$ cat src/sars_pkg.sv
package sars_pkg;

  // ----------------------------------------------------------------------
  // Widths and depth
  // ----------------------------------------------------------------------
  localparam int ADDR_W      = 8;
  localparam int STACK_DEPTH = 4;

  typedef logic [ADDR_W-1:0] sars_byte_t;
  typedef sars_byte_t [STACK_DEPTH-1:0] sars_stack_t;

  // ----------------------------------------------------------------------
  // Register locations
  // ----------------------------------------------------------------------
  localparam sars_byte_t CTRL_A_ADDR      = 8'h0A;
  localparam sars_byte_t HIST_SECOND_ADDR = 8'h4E;
  localparam sars_byte_t HIST_OTHER_ADDR  = 8'h4F;

  // ----------------------------------------------------------------------
  // Stack entry indices and field positions
  // ----------------------------------------------------------------------
  localparam int IDX_CURRENT = 0;
  localparam int IDX_FIRST   = 1;
  localparam int IDX_SECOND  = 2;
  localparam int IDX_OTHER   = 3;
  localparam int BANK_BIT    = 4;

  // ----------------------------------------------------------------------
  // Reset and idle values
  // ----------------------------------------------------------------------
  localparam sars_byte_t CTRL_A_RESET = 8'h00;
  localparam sars_byte_t ENTRY_RESET  = 8'h00;
  localparam sars_byte_t READ_IDLE    = 8'h00;

endpackage

$ cat src/sars_stack.sv
`timescale 1ns/1ps

module sars_stack (
  // Clock and reset
  input  wire logic                 clk,
  input  wire logic                 rst,
  // Push request
  input  wire logic                 push,
  input  wire sars_pkg::sars_byte_t push_data,
  // Stored entries, newest at index zero
  output sars_pkg::sars_stack_t     entries
);

  // ----------------------------------------------------------------------
  // Shift register storage
  // ----------------------------------------------------------------------
  sars_pkg::sars_stack_t entry_reg;

  always_ff @(posedge clk or posedge rst) begin
    if (rst) begin
      entry_reg[sars_pkg::IDX_CURRENT] <= sars_pkg::ENTRY_RESET;
    end else if (push) begin
      entry_reg[sars_pkg::IDX_CURRENT] <= push_data;
    end
  end

  // Deeper entries move one place down on every push; the oldest is lost.
  for (genvar i = 1; i < sars_pkg::STACK_DEPTH; i++) begin : g_shift
    always_ff @(posedge clk or posedge rst) begin
      if (rst) begin
        entry_reg[i] <= sars_pkg::ENTRY_RESET;
      end else if (push) begin
        entry_reg[i] <= entry_reg[i-1];
      end
    end
  end

  assign entries = entry_reg;

endmodule

$ cat src/sars_top.sv
// Overview of operation
// (RULE1) Capture address when address strobe falls.
// (RULE2) Every capture pushes the history stack down.
// (RULE3) Four entries deep; oldest entry dropped.
// (RULE4) Two entries readable at 4Eh and 4Fh.
// (RULE5) Host captures 0Ah and sets bank bit.
// (RULE6) After 4Eh capture, 4Eh shows lost address.
// (RULE7) Host sets bank bit before extended access.
// (RULE8) Reading the stack never alters it.
`timescale 1ns/1ps

module sars_top (
  // Clock and reset
  input  wire logic       CLK,
  input  wire logic       RST,
  // Multiplexed host bus controls
  input  wire logic       ALE,
  input  wire logic       CS_N,
  input  wire logic       RD_N,
  input  wire logic       WR_N,
  // Multiplexed address and data lines
  input  wire logic [7:0] AD_IN,
  output logic      [7:0] AD_OUT,
  output logic            AD_OE_N,
  // Bank state
  output logic            BANK_SELECT
);

  // ----------------------------------------------------------------------
  // Strobe edge detection
  // ----------------------------------------------------------------------
  logic ale_reg;
  logic wr_n_reg;
  logic ale_fall;
  logic wr_rise;
  logic rd_active;

  always_ff @(posedge CLK or posedge RST) begin
    if (RST) begin
      ale_reg  <= 1'h0;
      wr_n_reg <= 1'h1;
    end else begin
      ale_reg  <= ALE;
      wr_n_reg <= WR_N;
    end
  end

  assign ale_fall  = ale_reg & ~ALE;
  assign wr_rise   = ~wr_n_reg & WR_N & ~CS_N;
  assign rd_active = ~CS_N & ~RD_N;

  // ----------------------------------------------------------------------
  // Address history stack
  // ----------------------------------------------------------------------
  sars_pkg::sars_stack_t entries;
  sars_pkg::sars_byte_t  cur_addr;

  // A falling address strobe latches the lines and pushes the stack.
  sars_stack u_stack (
    .clk       (CLK),
    .rst       (RST),
    .push      (ale_fall),
    .push_data (AD_IN),
    .entries   (entries)
  ); // RULE1 RULE2 RULE3

  assign cur_addr = entries[sars_pkg::IDX_CURRENT];

  // ----------------------------------------------------------------------
  // Control register A and bank select
  // ----------------------------------------------------------------------
  sars_pkg::sars_byte_t ctrl_a_reg;

  // Data is taken at the end of the write pulse.
  always_ff @(posedge CLK or posedge RST) begin
    if (RST) begin
      ctrl_a_reg <= sars_pkg::CTRL_A_RESET;
    end else if (wr_rise && cur_addr == sars_pkg::CTRL_A_ADDR) begin
      ctrl_a_reg <= AD_IN;
    end
  end

  assign BANK_SELECT = ctrl_a_reg[sars_pkg::BANK_BIT];

  // ----------------------------------------------------------------------
  // Read path
  // ----------------------------------------------------------------------
  sars_pkg::sars_byte_t read_next;
  sars_pkg::sars_byte_t read_reg;
  logic                 oe_n_reg;

  // Stack entries appear only in the extended bank; reads never push.
  always_comb begin
    if (cur_addr == sars_pkg::CTRL_A_ADDR) begin
      read_next = ctrl_a_reg;
    end else if (BANK_SELECT && cur_addr == sars_pkg::HIST_SECOND_ADDR) begin
      read_next = entries[sars_pkg::IDX_SECOND]; // RULE4 RULE6
    end else if (BANK_SELECT && cur_addr == sars_pkg::HIST_OTHER_ADDR) begin
      read_next = entries[sars_pkg::IDX_OTHER]; // RULE4
    end else begin
      read_next = sars_pkg::READ_IDLE;
    end
  end

  always_ff @(posedge CLK or posedge RST) begin
    if (RST) begin
      read_reg <= sars_pkg::READ_IDLE;
      oe_n_reg <= 1'h1;
    end else begin
      read_reg <= rd_active ? read_next : sars_pkg::READ_IDLE;
      oe_n_reg <= ~rd_active;
    end
  end

  assign AD_OUT  = read_reg;
  assign AD_OE_N = oe_n_reg;

  // ----------------------------------------------------------------------
  // Check helpers
  // ----------------------------------------------------------------------
  logic [2:0] fill_cnt_reg;

  // Counts captures since reset and stops at the stack depth, so that the
  // depth check knows when the deepest entry first receives an address.
  always_ff @(posedge CLK or posedge RST) begin
    if (RST) begin
      fill_cnt_reg <= 3'h0;
    end else if (ale_fall && fill_cnt_reg != 3'(sars_pkg::STACK_DEPTH)) begin
      fill_cnt_reg <= fill_cnt_reg + 3'h1;
    end
  end

  // ----------------------------------------------------------------------
  // Checks
  // ----------------------------------------------------------------------
  a_addr_capture: assert property (@(posedge CLK) disable iff (RST) // RULE1
    ale_fall |=> entries[sars_pkg::IDX_CURRENT] == $past(AD_IN))
    else $error("Address not captured on strobe fall.");

  a_stack_push: assert property (@(posedge CLK) disable iff (RST) // RULE2
    ale_fall |=> entries[sars_pkg::IDX_FIRST] == $past(entries[sars_pkg::IDX_CURRENT])
      && entries[sars_pkg::IDX_SECOND] == $past(entries[sars_pkg::IDX_FIRST]))
    else $error("Stack did not shift on push.");

  a_stack_depth: assert property (@(posedge CLK) disable iff (RST) // RULE3
    ale_fall |=> entries[sars_pkg::IDX_OTHER] == $past(entries[sars_pkg::IDX_SECOND]))
    else $error("Oldest entry not at depth four.");

  a_depth_fill: assert property (@(posedge CLK) disable iff (RST) // RULE3
    fill_cnt_reg < 3'(sars_pkg::STACK_DEPTH)
      |-> entries[sars_pkg::IDX_OTHER] == sars_pkg::ENTRY_RESET)
    else $error("Deepest entry filled before four captures.");

  a_hist_read: assert property (@(posedge CLK) disable iff (RST) // RULE4
    rd_active && BANK_SELECT && cur_addr == sars_pkg::HIST_OTHER_ADDR
      |=> !AD_OE_N && AD_OUT == $past(entries[sars_pkg::IDX_OTHER]))
    else $error("Location 4Fh read wrong entry.");

  a_lost_recover: assert property (@(posedge CLK) disable iff (RST) // RULE6
    ale_fall && AD_IN == sars_pkg::HIST_SECOND_ADDR
      && entries[sars_pkg::IDX_CURRENT] == sars_pkg::CTRL_A_ADDR
      |=> entries[sars_pkg::IDX_FIRST] == sars_pkg::CTRL_A_ADDR
      && entries[sars_pkg::IDX_SECOND] == $past(entries[sars_pkg::IDX_FIRST]))
    else $error("Lost address not presented at 4Eh.");

  a_read_no_pop: assert property (@(posedge CLK) disable iff (RST) // RULE8
    !ale_fall |=> $stable(entries))
    else $error("Stack changed without a capture.");

  a_read_keeps: assert property (@(posedge CLK) disable iff (RST) // RULE8
    rd_active && !ale_fall |=> $stable(entries))
    else $error("Stack changed by a read.");

  // ----------------------------------------------------------------------
  // Read path checks
  // ----------------------------------------------------------------------
  a_second_read: assert property (@(posedge CLK) disable iff (RST) // RULE4 RULE6
    rd_active && BANK_SELECT && cur_addr == sars_pkg::HIST_SECOND_ADDR
      |=> !AD_OE_N && AD_OUT == $past(entries[sars_pkg::IDX_SECOND]))
    else $error("Location 4Eh read wrong entry.");

  a_bank_gate: assert property (@(posedge CLK) disable iff (RST) // RULE4
    rd_active && !BANK_SELECT
      && (cur_addr == sars_pkg::HIST_SECOND_ADDR || cur_addr == sars_pkg::HIST_OTHER_ADDR)
      |=> AD_OUT == sars_pkg::READ_IDLE)
    else $error("Stack visible outside the extended bank.");

  a_unmapped_read: assert property (@(posedge CLK) disable iff (RST) // RULE4
    rd_active && cur_addr != sars_pkg::CTRL_A_ADDR
      && cur_addr != sars_pkg::HIST_SECOND_ADDR && cur_addr != sars_pkg::HIST_OTHER_ADDR
      |=> AD_OUT == sars_pkg::READ_IDLE)
    else $error("Unmapped location returned data.");

  a_ctrl_read: assert property (@(posedge CLK) disable iff (RST) // RULE4
    rd_active && cur_addr == sars_pkg::CTRL_A_ADDR
      |=> AD_OUT == $past(ctrl_a_reg))
    else $error("Control register read wrong value.");

  a_oe_drive: assert property (@(posedge CLK) disable iff (RST) // RULE4
    rd_active |=> !AD_OE_N)
    else $error("Lines not driven during a read.");

  a_oe_release: assert property (@(posedge CLK) disable iff (RST) // RULE4
    !rd_active |=> AD_OE_N && AD_OUT == sars_pkg::READ_IDLE)
    else $error("Lines still driven after a read.");

  a_read_steady: assert property (@(posedge CLK) disable iff (RST) // RULE8
    rd_active && !ale_fall && !wr_rise ##1 rd_active |=> $stable(AD_OUT))
    else $error("Read data changed during one read.");

  // ----------------------------------------------------------------------
  // Control register checks
  // ----------------------------------------------------------------------
  a_ctrl_write: assert property (@(posedge CLK) disable iff (RST) // RULE4
    wr_rise && cur_addr == sars_pkg::CTRL_A_ADDR
      |=> BANK_SELECT == $past(AD_IN[sars_pkg::BANK_BIT]))
    else $error("Bank select not taken from write data.");

  a_ctrl_hold: assert property (@(posedge CLK) disable iff (RST) // RULE4
    !(wr_rise && cur_addr == sars_pkg::CTRL_A_ADDR) |=> $stable(ctrl_a_reg))
    else $error("Control register changed without a write.");

endmodule

$ cat config.mk
export PLATFORM = sky130hd
export DESIGN_NAME = sars_top
export DESIGN_NICKNAME = d
export VERILOG_FILES = /design/src/sars_pkg.sv /design/src/sars_stack.sv /design/src/sars_top.sv
export SDC_FILE = /design/constraint.sdc
export NUM_CORES = 1
export LEC_CHECK = 0
export ABC_AREA = 1
export BUFFER_PORTS_ARGS = -buffer_cell sky130_fd_sc_hd__buf_2
export CORE_UTILIZATION = 61
export CTS_BUF_LIST = sky130_fd_sc_hd__clkbuf_2 sky130_fd_sc_hd__clkbuf_4 sky130_fd_sc_hd__clkbuf_8
export CTS_CLUSTER_SIZE = 12
export DETAILED_ROUTE_END_ITERATION = 6
export GPL_TIMING_DRIVEN = 0
export HOLD_SLACK_MARGIN = 0.06
export PLACE_DENSITY = 0.8
export SLEW_MARGIN = 30
export SYNTH_ARGS = -nofsm -noshare
export SYNTH_HDL_FRONTEND = slang
export SYNTH_HIERARCHICAL = 1
export SYNTH_SLANG_ARGS = --single-unit
$ cat constraint.sdc
create_clock -name CLK -period 1.75 [get_ports CLK]
set_input_delay 0.35 -clock CLK [delete_from_list [all_inputs] [get_ports CLK]]
set_output_delay 0.35 -clock CLK [all_outputs]
set_load 0.005 [all_outputs]
Word level (Yosys, flattened, before mapping)
Cells that the tools add are included.
{ "totals": {"register_bits": 51, "latchBits": 0, "mem_bits_rw": 0, "mem_bits_ro": 0, "inputBits": 14, "out_inout_bits": 10, "word_cells": 28, "n_memories": 0} }
{ "op_classes": {"add_sub_neg": 0, "n_mul": 0, "div_mod_pow": 0, "magnitude_cmp": 0, "n_eq_ne": 3, "shift": 0, "mux": 4, "n_bitwise": 9, "reduce_logical": 3} }
{ "ops": {"columns": ["operator", "count"], "rows": [
  ["$mux 8", 4],
  ["$eq 8x7->1 const B", 2],
  ["$eq 8x4->1 const B", 1],
  ["$not 1->1", 5],
  ["$and 1x1->1", 4],
  ["$logic_and 1x1->1", 3]
]} }

Depth between registers and ports, before layout
{ "depth": {"ltp_word": 6, "mapped_depth": 10, "ltp_nobuf": 8} }

Cells and area by module
Netlist, hierarchy kept.
{ "modules_own_cells": {"columns": ["mod", "instances", "cells_each", "area_each_um2", "seq_area_each_um2"], "rows": [
  ["sars_stack", 1, 137, 1298.7, 800.8],
  ["sars_top", 1, 129, 1108.6, 478.0]
]} }

Worst setup path before layout
Ideal clock, no wire load.
{ "synth_timing": {"path_kind": "reg-to-reg", "start": "reg u_stack.entry_reg, in the netlist u_stack/entries[0]", "end": "reg read_reg[5] (netlist: AD_OUT[5])", "arrival_ns": 1.180, "required_time_ns": 1.637, "path_slack_ns": 0.457, "path_stages_with_launch": 11, "period_less_slack_ns": 1.293, "path_cell_list": "dfrtp_1 -> buf_6 -> inv_8 -> nand2_4 -> nor2_8 -> nand2_4 -> buf_6 -> o21ai_1 -> inv_1 -> nand2_1 -> inv_1"} }
{ "synth_between": {"elab_chain_cells": 6, "elab_cells_between_ends": 9, "cone_classes": "3 x eq/ne; 4 x mux; 2 x reduce/logical"} }
{ "synth_lines": {"columns": ["element", "line_no", "rtl"], "rows": [
  ["start: declaration", "sars_stack.sv:17", "sars_pkg::sars_stack_t entry_reg;"],
  ["start signal: indexed assignment", "sars_stack.sv:21", "entry_reg[sars_pkg::IDX_CURRENT] <= sars_pkg::ENTRY_RESET;"],
  ["start signal: indexed assignment", "sars_stack.sv:23", "entry_reg[sars_pkg::IDX_CURRENT] <= push_data;"],
  ["$eq 8x7->1", "sars_top.sv:98", "end else if (BANK_SELECT && cur_addr == sars_pkg::HIST_OTHER_ADDR) begin"],
  ["$logic_and 1x1->1", "sars_top.sv:98", null],
  ["$mux 8", "sars_top.sv:98", null],
  ["$mux 8", "sars_top.sv:96", "end else if (BANK_SELECT && cur_addr == sars_pkg::HIST_SECOND_ADDR) begin"],
  ["$mux 8 (*)", "sars_top.sv:94", "if (cur_addr == sars_pkg::CTRL_A_ADDR) begin"],
  ["$mux 8 (*)", "sars_top.sv:110", "read_reg <= rd_active ? read_next : sars_pkg::READ_IDLE;"],
  ["end signal: assignment", "sars_top.sv:107", "read_reg <= sars_pkg::READ_IDLE;"],
  ["end signal: assignment", "sars_top.sv:110", null],
  ["end: declaration", "sars_top.sv:89", "sars_pkg::sars_byte_t read_reg;"]
]} }
Mark *: on every way between the ends. The rest lies on a longest branch, timed or not.
A chain may end at the register's enable or synchronous reset.

Worst setup path in the final report
Ends and elaborated chain as after synthesis.

==> results.py <==
metrics = {
    "clock_network": {
        "hold_buffers": 0,
        "cts_made_buffers": 5,
        "cts-resized-gates": 0,
        "postCtsSetupBuffers": 0,
        "clk_latency_ps": 310,
        "htree_levels": 2,
        "clockRootBuffer": "clkbuf_8",
        "cts.sinks": 51,
        "cts_buffer_depth": 2,
        "cts_tree": "done",
        "path_clk_slew_ps": 100,
    },
    "cells_and_area": {
        "fin_cells": 345,
        "largest_reg_flops": 32,
        "area_growth_pct": 12.9,
        "drive_gt1_frac": 0.263,
        "fin_util": 0.732,
        "antenna_cells": 0,
        "nets": 310,
        "design_area_um2": 2720,
    },
    "critical_path": {
        "cp.arrival_ps": 1640,
        "end_kind": "flip-flop",
        "cp_max_fo": 10,
        "critPathKind": "reg2reg",
        "cp.required_ps": 1960,
        "reg2reg_setup_slack_ps": 320,
        "r2r_cells": 10,
        "cp-start-kind": "flip-flop",
        "r2r-end": "AD_OUT[5]$_DFF_PP0_",
        "r2r-start": "u_stack/entries[0]$_DFFE_PP0P_",
    },
    "die": {
        "die_h_um": 64.8,
        "dieArea_um2": 4200,
        "io_pins": 24,
        "die_w_um": 64.8,
        "coreArea_um2": 3720,
        "placementRows": 22,
        "initial_core_util": 0.648,
    },
    "global_route": {
        "track_usage": 0.255,
        "grt_pass1_vias": 1706,
        "grt_max_degree": 33,
        "grt_overflow": 0,
        "grt_antenna_before_repair": 0,
        "grt_pass1_wl_mm": 7.76,
    },
    "yosys": {
        "yosys.area.top_type": "dfrtp_1",
        "synth_common_cells": "nand2_1, dfrtp_1, inv_1, nand4_1, nand2_2",
        "yosysTopAreaCellShare": 0.509,
        "synth_fp_nets": 280,
        "syn_avg_cell_area_um2": 9.05,
        "synthFlopType": "dfrtp_1",
        "yosys-top-cells-area": "dfrtp_1, nand2_1, inv_1, nand4_1, nand2_2",
        "ys_ff_latch": 51,
        "synth_warnings": 6,
        "async_flop_share": 1.00,
        "synth_area_um2": 2410,
        "yosysSeqAreaShare": 0.531,
        "yosys.cell_types.count": 22,
        "synth_most_common_cell": "nand2_1",
        "netlist_instances": 266,
        "synth_edf_count": 0,
    },
    "timing": {
        "finalCriticalPeriod_ps": 1430,
        "setup_slack_ps": 320,
        "clock.fmax_mhz": 699,
        "slew_headroom": 0.516,
        "rsz0062_at_grt": "no",
        "slew_violations": 0,
        "fin_crit_sh": 0.817,
        "finalSetupTns_ps": 0,
        "fin_worst_skew_ps": 7.70,
        "finalHoldViolCount": 0,
        "setup_viol": 0,
        "worst_slew_pin_slew_ps": 725,
    },
    "place": {
        "hpwl_mm": 3.24,
        "place_inst": 337,
        "pre_cts_ws_ps": 336,
        "portBuffers": 23,
        "gp_congestion": 0.778,
        "dpl_cell_area_um2": 2580,
    },
    "power_and_ir_drop": {
        "internal-power_w": 0.00202,
        "share_seq_of_total_power": 0.521,
        "power.static_leakage_nw": 1.60,
        "power.density_nw_per_um2": 1010,
        "combPwrFrac": 0.128,
        "vdd_drop_max_mv": 0.710,
        "swShare": 0.266,
        "p_clk_frac": 0.351,
        "switchingPower_w": 0.000733,
    },
    "detailed_routing": {
        "wl_per_cell_um": 13.5,
        "ant_nets": 0,
        "first_iter_violations": 149,
        "routed_wl_mm": 4.64,
        "drc": 0,
        "route.vias.total": 1723,
        "first_pass_iters": 4,
        "viasPerCell": 4.99,
    },
    "outcome": {
        "status": "complete, no violations",
    },
    "hold_path": {
        "hp-class": "in2async",
    },
    "job": {
        "maxCapViolCount": 0,
    },
}
==> how the worst max path moves through the flow <==
stage,to,depth (start not counted),startpoint
2_1_floorplan,AD_OUT[5]$_DFF_PP0_,10,u_stack/entries[0]$_DFFE_PP0P_
3_3_place_gp,u_stack/entries[19]$_DFFE_PP0P_,2,RST
3_5_place_dp,AD_OUT[5]$_DFF_PP0_,10,u_stack/entries[0]$_DFFE_PP0P_
4_1_cts,AD_OUT[5]$_DFF_PP0_,10,u_stack/entries[0]$_DFFE_PP0P_
5_1_grt,ctrl_a_reg[4]$_DFFE_PP0P_,8,u_stack/entries[0]$_DFFE_PP0P_
6_report,AD_OUT[5]$_DFF_PP0_,10,u_stack/entries[0]$_DFFE_PP0P_
==> metrics by stage <==
step	hold WS (ps)	total power [W]
6_report	129	0.00275
5_1_grt	145	0.00288
4_1_cts	151	0.00277
3_5_place_dp	459	0.00181
3_3_place_gp	453	0.00179
2_1_floorplan	300	0.00170
==> power by group through the flow <==
stage	combinational, W	sequential, W	clock (W)
6_report	0.000353	0.00143	0.000967
5_1_grt	0.000403	0.00145	0.00102
4_1_cts	0.000357	0.00143	0.000984
3_5_place_dp	0.000353	0.00145	0
3_3_place_gp	0.000339	0.00145	0
2_1_floorplan	0.000282	0.00142	0
==> kinds of logic (layout without fill, tap and decap cells) <==
family          after synthesis  count (layout)  share of synthesized area
compound gates               16              16                     0.0457
flops                        51              51                      0.531
buf+inv                      47              78                      0.120
simple gates                152             152                      0.304
==> cell usage in the layout (no fill, tap or decap) <==
| cell | synthesis | routed |
|---|---|---|
| nand2_1 | 106 | 106 |
| dfrtp_1 | 49 | 49 |
| inv_1 | 30 | 29 |
| buf_2 | 1 | 24 |
| nand4_1 | 16 | 16 |
| nand2_2 | 12 | 12 |
| o21ai_2 | 8 | 8 |
| nand3_1 | 8 | 8 |
| clkbuf_8 | 3 | 8 |
| buf_6 | 6 | 6 |
| o21ai_1 | 6 | 6 |
| inv_2 | 3 | 4 |
| nor2_1 | 3 | 3 |
| dfstp_2 | 2 | 2 |
| nor2_8 | 2 | 2 |
| inv_8 | 2 | 2 |
| nand2_4 | 2 | 2 |
| nor2_4 | 2 | 2 |
| o21ai_0 | 2 | 2 |
| bufinv_16 | 0 | 2 |
| nand4_4 | 1 | 1 |
| buf_4 | 1 | 1 |
| clkinvlp_4 | 0 | 1 |
| buf_12 | 1 | 1 |
==> worst max-delay path, cell delays in order (launching register included) <==
cell	delay (ps)
dfrtp_1	430
buf_6	170
inv_8	80
nand2_4	60
nor2_8	110
nand2_4	80
buf_6	140
o21ai_1	110
inv_1	50
nand2_1	60
inv_1	30
==> final cells by class <==
type / count / area, µm²
Clock buffer: 5 / 68.8
Inverter: 35 / 146
Multi-Input combinational cell: 168 / 841
Sequential cell: 51 / 1280
Timing Repair Buffer: 23 / 115
Fill cell: 293 / 997
Buffer: 12 / 141
Clock inverter: 3 / 67.6
Tap cell: 48 / 60.1
==> routing by layer <==
metal | vias up | wire length, µm | track usage
met5 | - | 0 | 0
met4 | 0 | 72 | 0.0944
met3 | 6 | 133 | 0.0634
met2 | 38 | 2310 | 0.414
met1 | 805 | 2120 | 0.328
li1 | 874 | - | -
Note: power is estimated with default switching activity, not from simulation.
